$ cat src/hpp_pkg.sv
// shared constants, types and decode functions for the host parallel port
`default_nettype none

package hpp_pkg;

  localparam int unsigned HPP_DW       = 16;
  localparam int unsigned HPP_BW       = 8;
  localparam int unsigned HPP_AW       = 3;
  localparam int unsigned HPP_SEL_FLAG = 2;
  localparam int unsigned HPP_SEL_DATA = 1;
  localparam int unsigned HPP_SEL_BYTE = 0;
  localparam logic [1:0]  HPP_CFG_WAIT = 2'h3;

  typedef enum logic [2:0] {
    HPP_CPU_SPLIT = 3'h0,
    HPP_CPU_DUAL  = 3'h1,
    HPP_CPU_RNW   = 3'h2
  } hpp_cpu_type;

  typedef enum logic [1:0] {
    HPP_PORT_CMD  = 2'h0,
    HPP_PORT_DATA = 2'h1,
    HPP_PORT_FLAG = 2'h2
  } hpp_port_type;

  typedef struct packed {
    logic [2:0] cpu_type;
    logic       mux_n;
    logic       irq_high;
    logic       big_endian;
    logic       narrow;
  } hpp_cfg_type;

  // every strap pin has a pull-up, so an open pin reads high
  localparam hpp_cfg_type HPP_CFG_RESET = '{cpu_type: 3'h7, mux_n: 1'b1, irq_high: 1'b1,
                                           big_endian: 1'b1, narrow: 1'b1};

  typedef struct packed {
    logic rd;
    logic wr;
    logic latch;
  } hpp_strobe_type;

  typedef struct packed {
    logic              is_cmd;
    logic [HPP_DW-1:0] word;
  } hpp_entry_type;

  typedef struct packed {
    logic              cs_n;
    logic [HPP_AW-1:0] addr;
    logic [HPP_DW-1:0] data;
    logic              rd_lo_n;
    logic              rd_hi_n;
    logic              wr_lo_n;
    logic              wr_hi_n;
    logic [2:0]        cpu_type;
    logic              mux;
    logic              pol;
    logic              endian;
    logic              size;
  } hpp_pins_type;

  function automatic hpp_port_type hpp_port(input logic [HPP_AW-1:0] sel);
    if (sel[HPP_SEL_FLAG]) begin
      return HPP_PORT_FLAG;
    end else if (sel[HPP_SEL_DATA]) begin
      return HPP_PORT_DATA;
    end else begin
      return HPP_PORT_CMD;
    end
  endfunction

  function automatic logic [HPP_DW-1:0] hpp_swap(input logic [HPP_DW-1:0] w, input logic en);
    return en ? {w[HPP_BW-1:0], w[HPP_DW-1:HPP_BW]} : w;
  endfunction

  // read, write and address-latch meaning of the four strobes per cpu type
  function automatic hpp_strobe_type hpp_strobes(input logic [2:0] cpu, input logic rd0_n,
                                                 input logic rd1_n, input logic wr0_n,
                                                 input logic wr1_n);
    hpp_strobe_type s;
    s = '0;
    case (cpu)
      HPP_CPU_DUAL: begin
        s.rd    = ~rd0_n | ~rd1_n;
        s.wr    = ~wr0_n | ~wr1_n;
        s.latch = rd0_n & rd1_n & wr0_n & wr1_n;
      end
      HPP_CPU_RNW: begin
        s.rd    = ~rd0_n & wr0_n;
        s.wr    = ~rd0_n & ~wr0_n;
        s.latch = ~rd1_n;
      end
      default: begin
        s.rd    = ~rd0_n;
        s.wr    = ~wr0_n;
        s.latch = ~rd1_n;
      end
    endcase
    return s;
  endfunction

endpackage

`default_nettype wire

$ cat src/hpp_sync.sv
// two-flop synchroniser for the host pins and straps
`timescale 1ns/1ps
`default_nettype none

module hpp_sync #(
  parameter int unsigned WIDTH = 31
) (
  input  wire logic             mclk,  // core clock
  input  wire logic             rst_n, // async reset, active low
  input  wire logic [WIDTH-1:0] d,     // asynchronous pin levels
  output logic      [WIDTH-1:0] q      // synchronised levels
);

  logic [WIDTH-1:0] meta;

  if (WIDTH < 1) begin : g_bad_width
    $error("hpp_sync: WIDTH must be at least 1");
  end

  // idle at the pulled-up level so nothing looks active out of reset
  always_ff @(posedge mclk or negedge rst_n) begin
    if (!rst_n) begin
      meta <= '1;
      q    <= '1;
    end else begin
      meta <= d;
      q    <= meta;
    end
  end

endmodule

`default_nettype wire

$ cat src/hpp_fifo.sv
// small fifo between the host write side and the core
`timescale 1ns/1ps
`default_nettype none

module hpp_fifo #(
  parameter int unsigned WIDTH = 17,
  parameter int unsigned DEPTH = 2
) (
  input  wire logic             mclk,      // core clock
  input  wire logic             rst_n,     // async reset, active low
  input  wire logic [WIDTH-1:0] in_data,   // word to store
  input  wire logic             in_valid,  // store request
  output logic                  in_ready,  // room for a word
  output logic      [WIDTH-1:0] out_data,  // oldest word
  output logic                  out_valid, // oldest word present
  input  wire logic             out_ready  // consumer takes the word
);

  localparam int unsigned PW = $clog2(DEPTH);

  logic [WIDTH-1:0] mem [DEPTH];
  logic [PW:0]      wr_ptr;
  logic [PW:0]      rd_ptr;
  logic             push;
  logic             pop;

  if (DEPTH < 2 || (DEPTH & (DEPTH - 1)) != 0) begin : g_bad_depth
    $error("hpp_fifo: DEPTH must be a power of two of at least 2");
  end

  assign in_ready  = !((wr_ptr[PW] != rd_ptr[PW]) && (wr_ptr[PW-1:0] == rd_ptr[PW-1:0]));
  assign out_valid = (wr_ptr != rd_ptr);
  assign out_data  = mem[rd_ptr[PW-1:0]];
  assign push      = in_valid & in_ready;
  assign pop       = out_valid & out_ready;

  always_ff @(posedge mclk) begin
    if (push) begin
      mem[wr_ptr[PW-1:0]] <= in_data;
    end
  end

  always_ff @(posedge mclk or negedge rst_n) begin
    if (!rst_n) begin
      wr_ptr <= '0;
      rd_ptr <= '0;
    end else begin
      if (push) begin
        wr_ptr <= wr_ptr + 1'b1;
      end
      if (pop) begin
        rd_ptr <= rd_ptr + 1'b1;
      end
    end
  end

endmodule

`default_nettype wire

$ cat src/hpp_port.sv
// host parallel port: strap capture, port decode, byte lanes, swap, irq pin
`timescale 1ns/1ps
`default_nettype none

// Functional notes
// - accesses are honoured only while chip select is low; its rise ends a strobe.
// - select 00x command/status, 01x data, 1xx flag port.
// - in 8-bit mode lowest select bit picks upper or lower byte.
// - 8-bit mode uses low data lines only, upper never driven.
// - irq raised for pending causes, flag port reads which are pending.
// - irq active low when polarity strap low, active high otherwise.
// - mux, polarity, endian and size straps captured at reset, then used.
// - mux strap low means multiplexed bus, high means separate buses.
// - multiplexed mode latches low three data lines as port select.
// - latching control line depends on selected cpu type.
// - open mux strap reads high, giving separate bus operation.
// - big endian swaps bytes on command/status and data ports.
// - size strap low selects 16-bit bus, high selects 8-bit bus.
// - read and write strobes interpreted per captured cpu type field.
// - three cpu type straps pick the emulated host bus protocol.

module hpp_port
  import hpp_pkg::*;
#(
  parameter int unsigned BUF_DEPTH = 2
) (
  input  wire logic              mclk,               // core clock, 100 MHz
  input  wire logic              rst_n,              // async reset, active low
  input  wire logic              port_select_n,      // host chip select
  input  wire logic [HPP_AW-1:0] port_addr,          // host port select lines
  input  wire logic              read_strobe_lo_n,   // host read strobe 0
  input  wire logic              read_strobe_hi_n,   // host read strobe 1
  input  wire logic              write_strobe_lo_n,  // host write strobe 0
  input  wire logic              write_strobe_hi_n,  // host write strobe 1
  input  wire logic [HPP_DW-1:0] port_data_in,       // data pin levels
  output logic      [HPP_DW-1:0] port_data_out,      // data pin drive value
  output logic      [HPP_DW-1:0] port_data_oe,       // data pin enables
  output logic                   host_irq_out,       // irq pin drive value
  output logic                   host_irq_oe,        // irq pin enable
  input  wire logic [2:0]        cpu_type_strap,     // cpu type straps
  input  wire logic              bus_mux_strap,      // low: multiplexed bus
  input  wire logic              irq_polarity_strap, // low: irq active low
  input  wire logic              byte_order_strap,   // high: big endian
  input  wire logic              bus_size_strap,     // high: 8-bit bus
  output hpp_cfg_type            port_config_reg,    // captured straps
  output logic                   cfg_ready,          // straps captured
  output hpp_entry_type          wr_entry,           // command or data word
  output logic                   wr_valid,           // wr_entry present
  input  wire logic              wr_ready,           // core takes wr_entry
  output logic                   wr_overrun,         // write lost, buffer full
  input  wire logic [HPP_DW-1:0] status_word,        // status port contents
  input  wire logic [HPP_DW-1:0] rd_word,            // next data port word
  input  wire logic              rd_valid,           // rd_word present
  output logic                   rd_pop,             // rd_word consumed
  input  wire logic [HPP_DW-1:0] flags,              // pending causes
  output logic                   flag_clr_valid,     // host wrote flag port
  output logic      [HPP_DW-1:0] flag_clr_word       // word written to flag port
);

  if (BUF_DEPTH != 2) begin : g_bad_depth
    $error("hpp_port: BUF_DEPTH must be 2");
  end

  hpp_pins_type   pins_raw;
  hpp_pins_type   pins;
  hpp_cfg_type    cfg;
  hpp_strobe_type stb;
  hpp_port_type   port;
  hpp_port_type   wport;
  hpp_entry_type  push_entry;
  logic [1:0]              cfg_wait;
  logic [HPP_AW-1:0]       sel_lat;
  logic [HPP_AW-1:0]       sel;
  logic [HPP_AW-1:0]       wsel_q;
  logic [HPP_DW-1:0]       wdata_q;
  logic [HPP_DW-1:0]       rd_hold;
  logic [HPP_DW-1:0]       next_word;
  logic [HPP_DW-1:0]       next_rdata;
  logic [HPP_DW-1:0]       wword;
  logic [HPP_BW-1:0]       wr_hold_lo;
  logic                    sel_cs;
  logic                    rd_act;
  logic                    wr_act;
  logic                    rd_q;
  logic                    wr_q;
  logic                    rd_start;
  logic                    wr_end;
  logic                    byte_hi;
  logic                    wbyte_hi;
  logic                    commit;
  logic                    push_valid;
  logic                    push_ready;
  logic                    data_oe;

  assign pins_raw = '{cs_n: port_select_n, addr: port_addr, data: port_data_in,
                      rd_lo_n: read_strobe_lo_n, rd_hi_n: read_strobe_hi_n,
                      wr_lo_n: write_strobe_lo_n, wr_hi_n: write_strobe_hi_n,
                      cpu_type: cpu_type_strap, mux: bus_mux_strap, pol: irq_polarity_strap,
                      endian: byte_order_strap, size: bus_size_strap};

  hpp_sync #(
    .WIDTH ($bits(hpp_pins_type))
  ) u_sync (
    .mclk  (mclk),
    .rst_n (rst_n),
    .d     (pins_raw),
    .q     (pins)
  );

  // strap capture: pull-up defaults until the sync pipe is filled
  always_ff @(posedge mclk or negedge rst_n) begin
    if (!rst_n) begin
      cfg_wait  <= 2'h0;
      cfg_ready <= 1'b0;
      cfg       <= HPP_CFG_RESET;
    end else if (!cfg_ready) begin
      cfg_wait <= cfg_wait + 2'h1;
      if (cfg_wait == HPP_CFG_WAIT) begin
        cfg_ready <= 1'b1;
        cfg       <= '{cpu_type: pins.cpu_type, mux_n: pins.mux, irq_high: pins.pol,
                       big_endian: pins.endian, narrow: pins.size};
      end
    end
  end

  assign port_config_reg = cfg;

  assign stb = hpp_strobes(cfg.cpu_type, pins.rd_lo_n, pins.rd_hi_n, pins.wr_lo_n,
                           pins.wr_hi_n);

  assign sel_cs = cfg_ready & ~pins.cs_n;
  assign rd_act = sel_cs & stb.rd;
  assign wr_act = sel_cs & stb.wr;

  // address phase latch from the low data lines
  always_ff @(posedge mclk or negedge rst_n) begin
    if (!rst_n) begin
      sel_lat <= '0;
    end else if (sel_cs && stb.latch && !cfg.mux_n) begin
      sel_lat <= pins.data[HPP_AW-1:0];
    end
  end

  assign sel  = cfg.mux_n ? pins.addr : sel_lat;
  assign port = hpp_port(sel);
  // byte lane only counts on the 8-bit bus
  assign byte_hi = cfg.narrow & sel[HPP_SEL_BYTE];

  always_ff @(posedge mclk or negedge rst_n) begin
    if (!rst_n) begin
      rd_q <= 1'b0;
      wr_q <= 1'b0;
    end else begin
      rd_q <= rd_act;
      wr_q <= wr_act;
    end
  end

  assign rd_start = rd_act & ~rd_q;
  assign wr_end   = wr_q & ~wr_act;

  // read word selection; high data byte comes from the word held at the low read
  always_comb begin
    next_word = status_word;
    case (port)
      HPP_PORT_FLAG: next_word = flags;
      HPP_PORT_DATA: next_word = byte_hi ? rd_hold : rd_word;
      default:       next_word = status_word;
    endcase
  end

  // swap on command/status and data only
  always_comb begin
    next_rdata = hpp_swap(next_word, cfg.big_endian && port != HPP_PORT_FLAG);
    if (cfg.narrow) begin
      next_rdata = {{HPP_BW{1'b0}},
                    byte_hi ? next_rdata[HPP_DW-1:HPP_BW] : next_rdata[HPP_BW-1:0]};
    end
  end

  assign rd_pop = rd_start & rd_valid & (port == HPP_PORT_DATA) & ~byte_hi;

  always_ff @(posedge mclk or negedge rst_n) begin
    if (!rst_n) begin
      port_data_out <= '0;
      rd_hold       <= '0;
    end else if (rd_start) begin
      port_data_out <= next_rdata;
      if (rd_pop) begin
        rd_hold <= rd_word;
      end
    end
  end

  // drive from one cycle after a selected read starts until one cycle after it ends
  always_ff @(posedge mclk or negedge rst_n) begin
    if (!rst_n) begin
      data_oe <= 1'b0;
    end else begin
      data_oe <= rd_act;
    end
  end

  // upper lane stays released on the 8-bit bus
  assign port_data_oe = {{HPP_BW{data_oe & ~cfg.narrow}}, {HPP_BW{data_oe}}};

  // write capture during the strobe, acted on at its trailing edge
  always_ff @(posedge mclk or negedge rst_n) begin
    if (!rst_n) begin
      wdata_q <= '0;
      wsel_q  <= '0;
    end else if (wr_act) begin
      wdata_q <= pins.data;
      wsel_q  <= sel;
    end
  end

  assign wport    = hpp_port(wsel_q);
  assign wbyte_hi = cfg.narrow & wsel_q[HPP_SEL_BYTE];
  // low byte waits, high byte completes the word
  assign commit   = wr_end & (~cfg.narrow | wbyte_hi);
  assign wword    = cfg.narrow ? {wdata_q[HPP_BW-1:0], wr_hold_lo} : wdata_q;

  always_ff @(posedge mclk or negedge rst_n) begin
    if (!rst_n) begin
      wr_hold_lo <= '0;
    end else if (wr_end && cfg.narrow && !wbyte_hi) begin
      wr_hold_lo <= wdata_q[HPP_BW-1:0];
    end
  end

  // swap on command and data words
  assign push_entry = '{is_cmd: wport == HPP_PORT_CMD,
                        word: hpp_swap(wword, cfg.big_endian)};
  assign push_valid = commit & (wport != HPP_PORT_FLAG);

  hpp_fifo #(
    .WIDTH ($bits(hpp_entry_type)),
    .DEPTH (BUF_DEPTH)
  ) u_fifo (
    .mclk      (mclk),
    .rst_n     (rst_n),
    .in_data   (push_entry),
    .in_valid  (push_valid),
    .in_ready  (push_ready),
    .out_data  (wr_entry),
    .out_valid (wr_valid),
    .out_ready (wr_ready)
  );

  always_ff @(posedge mclk or negedge rst_n) begin
    if (!rst_n) begin
      wr_overrun     <= 1'b0;
      flag_clr_valid <= 1'b0;
      flag_clr_word  <= '0;
    end else begin
      wr_overrun     <= push_valid & ~push_ready;
      flag_clr_valid <= commit & (wport == HPP_PORT_FLAG);
      if (commit && wport == HPP_PORT_FLAG) begin
        flag_clr_word <= wword;
      end
    end
  end

  // irq pin: active level per strap, released when idle
  always_ff @(posedge mclk or negedge rst_n) begin
    if (!rst_n) begin
      host_irq_out <= 1'b0;
      host_irq_oe  <= 1'b0;
    end else begin
      host_irq_out <= cfg.irq_high;
      host_irq_oe  <= cfg_ready & (|flags);
    end
  end

  a_cs_read: assert property (@(posedge mclk) disable iff (!rst_n)
    $rose(data_oe) |-> $past(!pins.cs_n))
    else $error("data driven without chip select");

  a_upper_idle: assert property (@(posedge mclk) disable iff (!rst_n)
    cfg.narrow |-> port_data_oe[HPP_DW-1:HPP_BW] == '0)
    else $error("upper data lane driven on 8-bit bus");

  a_oe_release: assert property (@(posedge mclk) disable iff (!rst_n)
    (!rd_act ##1 !rd_act) |-> !data_oe)
    else $error("data lines driven outside a read");

  a_irq_raise: assert property (@(posedge mclk) disable iff (!rst_n)
    (cfg_ready && (|flags)) |=> host_irq_oe)
    else $error("pending cause did not drive irq");

  a_irq_idle: assert property (@(posedge mclk) disable iff (!rst_n)
    !(|flags) |=> !host_irq_oe)
    else $error("irq driven with nothing pending");

  a_irq_level: assert property (@(posedge mclk) disable iff (!rst_n)
    host_irq_oe |-> host_irq_out == port_config_reg.irq_high)
    else $error("irq active level wrong");

  a_cfg_frozen: assert property (@(posedge mclk) disable iff (!rst_n)
    cfg_ready |=> cfg_ready && $stable(cfg))
    else $error("captured straps changed");

  a_mux_latch: assert property (@(posedge mclk) disable iff (!rst_n)
    (!cfg.mux_n && sel_cs && stb.latch) |=> sel_lat == $past(pins.data[HPP_AW-1:0]))
    else $error("multiplexed select not latched");

  a_flag_read: assert property (@(posedge mclk) disable iff (!rst_n)
    (rd_start && port == HPP_PORT_FLAG && !cfg.narrow) |=> port_data_out == $past(flags))
    else $error("flag port read wrong");

  a_status_swap: assert property (@(posedge mclk) disable iff (!rst_n)
    (rd_start && port == HPP_PORT_CMD && !cfg.narrow && cfg.big_endian)
      |=> port_data_out == {$past(status_word[HPP_BW-1:0]),
                            $past(status_word[HPP_DW-1:HPP_BW])})
    else $error("status bytes not swapped");

endmodule

`default_nettype wire

$ cat config.mk
export PLATFORM = sky130hd
export DESIGN_NAME = hpp_port
export DESIGN_NICKNAME = d
export VERILOG_FILES = /design/src/hpp_pkg.sv /design/src/hpp_sync.sv /design/src/hpp_fifo.sv /design/src/hpp_port.sv
export SDC_FILE = /design/constraint.sdc
export NUM_CORES = 1
export LEC_CHECK = 0
export BUFFER_PORTS_ARGS = -buffer_cell sky130_fd_sc_hd__buf_4
export CORE_UTILIZATION = 44
export DETAILED_ROUTE_END_ITERATION = 10
export GPL_TIMING_DRIVEN = 0
export MAX_ROUTING_LAYER = met4
export PLACE_DENSITY = 0.63
export SLEW_MARGIN = 20
export SYNTH_ARGS = -nofsm -noshare
export SYNTH_HDL_FRONTEND = slang
export SYNTH_SLANG_ARGS = --single-unit
$ cat constraint.sdc
create_clock -name mclk -period 3.6 [get_ports mclk]
set_input_delay 0.54 -clock mclk [delete_from_list [all_inputs] [get_ports mclk]]
set_output_delay 0.54 -clock mclk [all_outputs]
set_load 0.02 [all_outputs]
* Word-level counts from Yosys, hierarchy flattened
Memory sizes are Yosys's and may differ from the RTL's.
Cells that the tools add are included.
** Word-level totals
- Flip-flop bits (word level) :: 160
- Bits in writable memories :: 34
- Bits of input ports :: 83
- Memories kept :: 1
** Operators by class
- Add/subtract/negate cells :: 3
- Equality and inequality tests :: 11
- Multiplexer cells :: 17
- Bitwise logic cells :: 36
- Reduce and logical (&&, ||, !) cells :: 14
** Memory list
- u_fifo.mem :: words 2, bits a word 17, rd ports 1, clocked after Yosys merged registers in 0, write ports 1, RTL line hpp_fifo.sv:21 : logic [WIDTH-1:0] mem [DEPTH];
** Operators by type and width (count)
- $mux W16 :: 5
- $pmux W16 S2 :: 1
- $and A1 B1 Y1 :: 23
- $reduce_or A16 Y1 :: 1
- $not A1 Y1 :: 10
- $mux W8 :: 1
- $logic_and A1 B1 Y1 :: 7
- $add A2 B1 Y2 const B :: 3
- $eq A2 B2 Y1 const B :: 3
- $mux W1 :: 6
- $pmux W3 S2 :: 1
- $mux W2 :: 2
- $ne A2 B2 Y1 const B :: 2
- $reduce_and A2 Y1 :: 2
- $eq A3 B1 Y1 const B :: 1
- $eq A3 B2 Y1 const B :: 1
- $logic_not A1 Y1 :: 3
- $mux W3 :: 1
- $or A1 B1 Y1 :: 3
- $eq A2 B1 Y1 const B :: 1
- $logic_not A2 Y1 :: 1
- $ne A2 B2 Y1 :: 1
- $eq A1 B1 Y1 :: 1
- $ne A1 B1 Y1 :: 1

* Longest topological paths before layout
- Word-level depth :: 12
- Mapped depth :: 8
- Mapped depth without buffers :: 6

* Hierarchy
From an unflattened synthesis, not the netlist that was laid out.
** Unflattened totals
- Cells, all modules :: 653
- Area, all modules :: 8241.7 um2
** By module, submodules not included
- hpp_port :: times used 1, cells each 510, area an instance 5107.4 um2, seq. area each 2361.0 um2
- hpp_sync :: times used 1, cells each 62, area an instance 1629.1 um2, seq. area each 1629.1 um2
- hpp_fifo :: times used 1, cells each 81, area an instance 1505.2 um2, seq. area each 1121.1 um2

* Worst setup path after synthesis
Ideal clock, no wire load.
- Path kind :: reg-to-reg
- Start point :: reg cfg, in the netlist port_config_reg[5]
- End point :: mem u_fifo.mem[0][0], enable pin
- Library setup time :: 0.392 ns
- Data arrival time :: 2.513 ns
- Data required time :: 3.208 ns
- Path slack :: 0.695 ns
- Cell stages (with the launch flop) :: 7
- Path buffers :: 1
- Period minus slack after synthesis :: 2.905 ns
- Cell sequence :: dfstp_2 -> nor2b_1 -> a21oi_1 -> o21a_1 -> clkbuf_1 -> nor4b_1 -> nor2b_1
** Between the ends
- Longest elaborated chain between the ends :: 10
** Ends and longest elaborated chain
- start: declaration :: RTL line hpp_port.sv:66 : hpp_cfg_type cfg;
- start signal: assignment :: RTL line hpp_port.sv:120 : cfg <= '{cpu_type: pins.cpu_type, mux_n: pins.mux, irq_high: pins.pol,
- $eq A3 B2 Y1 / $eq A3 B1 Y1 (equally long branches) :: RTL line hpp_pkg.sv:84 : case (cpu)
- $pmux W3 S2 (*) :: RTL line hpp_pkg.sv:84
- $and A1 B1 Y1 (*) :: RTL line hpp_port.sv:133 : assign wr_act = sel_cs & stb.wr;
- $not A1 Y1 (*) :: RTL line hpp_port.sv:160 : assign wr_end = wr_q & ~wr_act;
- $and A1 B1 Y1 (*) :: RTL line hpp_port.sv:160
- $and A1 B1 Y1 (*) :: RTL line hpp_port.sv:221 : assign commit = wr_end & (~cfg.narrow | wbyte_hi);
- $and A1 B1 Y1 (*) :: RTL line hpp_port.sv:235 : assign push_valid = commit & (wport != HPP_PORT_FLAG);
- $and A1 B1 Y1 (*) :: RTL line hpp_fifo.sv:34 : assign push = in_valid & in_ready;
- $mux W1 (*) :: RTL line hpp_fifo.sv:38 : if (push) begin
- $mux W1 (implied by the code) (*) :: RTL line hpp_fifo.sv:39 : mem[wr_ptr[PW-1:0]] <= in_data;
- end: declaration :: RTL line hpp_fifo.sv:21
Mark *: on every way between the ends. The rest lies on a longest branch, timed or not.

* Final worst setup path
- Start point :: reg cfg, in the netlist port_config_reg[4]
- End point :: out rd_pop
** Between the ends
- Longest elaborated chain between the ends :: 7
** Ends and longest elaborated chain
- $eq A3 B2 Y1 / $eq A3 B1 Y1 (equally long branches) :: RTL line hpp_pkg.sv:84
- $pmux W3 S2 (*) :: RTL line hpp_pkg.sv:84
- $and A1 B1 Y1 (*) :: RTL line hpp_port.sv:132 : assign rd_act = sel_cs & stb.rd;
- net rd_act :: RTL line hpp_port.sv:82 : logic rd_act;
- $and A1 B1 Y1 (*) :: RTL line hpp_port.sv:159 : assign rd_start = rd_act & ~rd_q;
- $and A1 B1 Y1 (*) (3 in a row) :: RTL line hpp_port.sv:181 : assign rd_pop = rd_start & rd_valid & (port == HPP_PORT_DATA) & ~byte_hi;
- end: declaration :: RTL line hpp_port.sv:54 : output logic rd_pop,
Mark *: on every way through the listed nets, which the timed path passes. The rest lies on a longest branch.

==> out/qor_table.md <==
| Item | Value | Unit |
|---|---|---|
| Status | finished clean | - |
| Critical Path Source | port_config_reg[4] | - |
| Overflow left after global routing | 0 | - |
| Overall via count from detail_route | 5533 | - |
| Rel. slew slack | 44.3 | % |
| Post-CTS Repair Setup Buffers | 0 | - |
| Most common cell after layout, fill and taps aside | buf_4 | - |
| Number of violations reported at the end of detailed-routing iteration 0 | 367 | - |
| Cell Area, Synth | 8110 | um2 |
| EDFF count, synth | 34 | - |
| TritonCTS clock tree | built | - |
| Worst setup slack for register-to-register paths | 620 | ps |
| DR DRC count | 0 | - |
| Die area | 19000 | um2 |
| Net count after synthesis | 677 | - |
| Post-route minimum period | 3300 | ps |
| Achievable frequency | 303 | MHz |
| Cell depth of the worst flop-to-flop path | 6 | - |
| Dominant register cell in the synthesized netlist | dfrtp_1 | - |
| Setup repair after global routing missed its margin | no | - |
| Fraction of post-synthesis cell area in the top cell type by area | 28.1 | % |
| # resized after CTS | 0 | - |
| Global-route wire length before repair | 29400 | um |
| Setup TNS | 0 | ps |
| Clock slew seen by the registers of the worst setup and hold paths | 70 | ps |
| Asr flop ratio synth | 82.5 | % |
| Effective utilization at floorplan | 45.0 | % |
| Antenna cell count | 0 | - |
| Length of the first detailed-routing pass in iterations | 8 | - |
| Maximum clock insertion buffer count | 2 | - |
| Vias in the first global route | 5632 | - |
| Synthesis-to-finish area growth | 26.1 | % |
| Number of buffers inserted during clock tree synthesis | 17 | - |
| Total number of placement rows | 49 | - |
| Largest fanout on the critical path | 10 | - |
| Startpoint of the worst-slack reg-to-reg timing path | port_config_reg[5] | - |
| Placed instance count | 984 | - |
| Synthesis-stage register bit count | 194 | - |
| Peak supply drop | 0.000349 | V |
| Data arrival, critical path | 2760 | ps |
| Max_cap viols | 0 | - |
| Routability cong. | 0.894 | - |
| Height of the chip | 138 | um |
| Post-place setup slack | 638 | ps |
| Setup Viol. Count Final | 0 | - |
| Clock sink count | 194 | - |
| Highest-count cells in the layout ignoring fill and taps | buf_4 (177), dfrtp_1 (91), mux2_2 (77) | - |
| Hold Slack | 25.7 | ps |
| Initial antenna violation count | 0 | - |
| Number of vias per cell after detailed routing | 5.44 | - |
| Library cell occupying the most area in the post-synthesis netlist | dfrtp_1 | - |
| Core box area | 18000 | um2 |
| Fraction of final layout cells sized beyond drive strength 1 | 47.7 | % |
| Largest register FFs | 34 | - |
| Required time reported for the critical path endpoint | 3060 | ps |
| Dominant cells by area after synthesis | dfrtp_1 (28%), dfstp_2 (22%), edfxtp_1 (13%), mux2_2 (11%), mux2i_1 (3.6%) | - |
| HPWL after DPL | 13700 | um |
| Layout Cells excl Fill | 1018 | - |
| Clock H-tree levels | 4 | - |
| WL per Instance | 18.5 | um |
| Top-level port count | 162 | - |
| Sequential element share of the synthesized area | 63.0 | % |
| Post-synthesis cell count | 593 | - |
| Number of nets in the layout | 860 | - |
| Portion of the clock cycle consumed by the worst path in the final layout | 91.8 | % |
| Pwr per Cell Area | 635 | nW/um2 |
| Type of the most critical hold path | primary input to async pin | - |
| Terminus of the critical flop-to-flop path | u_fifo.mem[0][9] | - |
| Clock insertion delay at the later pin of the skew report | 430 | ps |
| Syn. warnings | 0 | - |
| LEAKAGE | 4.41 | nW |
| Category of the worst setup path launch point | flip-flop | - |
| Total power of the final layout | 6.49 | mW |
| Final-report hold violation count | 0 | - |
| Number of max-slew violations in the final report | 0 | - |
| Count of antenna-violating nets left after detailed routing | 0 | - |
| Worst setup skew after layout | 12.3 | ps |
| End of the critical path | rd_pop | - |
| Total detailed-routing wirelength | 18900 | um |
| Kind of capture point of the worst setup path | primary output | - |
| Library cells used by synthesis | 54 | - |
| Mean area per synthesized cell | 13.7 | um2 |
| Quantity of I/O buffers inserted on ports | 161 | - |
| Die width | 138 | um |
| Hold Buf Count CTS | 0 | - |
| Worst Setup Slack, final | 297 | ps |
| Largest net degree at the start of global routing | 102 | - |
| Crit Path Category | flip-flop to primary output | - |
| Buffer type at the clock tree root | clkbuf_16 | - |
| Global routing usage summed across all routing layers | 21.5 | % |
| Transition at the pin with the smallest max-transition slack | 831 | ps |
==> final cells by class <==
type                    instances  area [um2]
repair buffers                164        1260
inverters                       3        11.3
clock buffers                  21         460
multi-input cells             349        2740
plain buffers                  47         251
clock inverters                11         106
fillers                      1498        7800
well taps                     229         287
flip-flops and latches        194        5110
==> how the worst min path moves through the flow <==
stage | cells after the start | to | from
2_1_floorplan | 0 | cfg_ready | rst_n
3_3_place_gp | 0 | u_sync.q[4] | u_sync.meta[4]
3_5_place_dp | 0 | u_sync.q[25] | u_sync.meta[25]
4_1_cts | 1 | flag_clr_word[5] | rst_n
5_1_grt | 1 | flag_clr_word[5] | rst_n
6_report | 1 | flag_clr_word[3] | rst_n
==> synth_stat cells, types with 5 or more instances <==
master     n
mux2i_1   29
mux2_4     9
clkbuf_1  21
a21oi_1   26
nor4_1     5
nand2b_1  19
o21ai_0   36
edfxtp_1  34
mux2_2    77
o211ai_1  16
dfstp_2   69
nand2_1   28
buf_4     15
buf_1      6
a22oi_1    5
nor2_1    28
a222oi_1  11
dfrtp_1   91
xnor2_1    6
a32o_1     6
nor2b_1    5
==> worst max-delay path, stage by stage, from the launching register on <==
cell	delay (ps)
dfstp_2	590
or4b_1	460
a221oi_2	280
nand2b_1	160
buf_6	170
a21oi_4	180
nand3_4	110
buf_6	180
inv_1	70
buf_4	130
==> where the power goes <==
group	switching, mW	total, mW	internal [mW]	leakage [nW]
registers	0.288	2.94	2.65	2.13
clock network	0.858	1.81	0.954	0.281
logic	0.900	1.74	0.839	2.00
==> metrics by stage <==
step	utilization, %	instance area (um2)
6_report	56.7	10200
5_1_grt	56.7	10200
4_1_cts	56.7	10200
3_5_place_dp	53.5	9650
3_3_place_gp	53.3	9610
2_1_floorplan	-	8110
==> per-layer routing <==
metal	vias up	GRT usage, %	part of all wire (%)
met4	0	6.52	1.4
li1	2521	-	-
met2	208	32.9	48
met3	23	5.59	6.7
met5	-	-	0
met1	2781	28.1	44
==> kinds of logic after synthesis <==
group	after synthesis	synth area share, %
xor gates and xnor gates	8	0.864
and+or+nand+nor	101	6.31
muxes	115	15.9
DFF	194	63.0
adders and majority gates	1	0.154
AOI/OAI and AO/OA	124	10.5
buffers and inverters	50	3.24
Note: power is estimated with default switching activity, not from simulation.
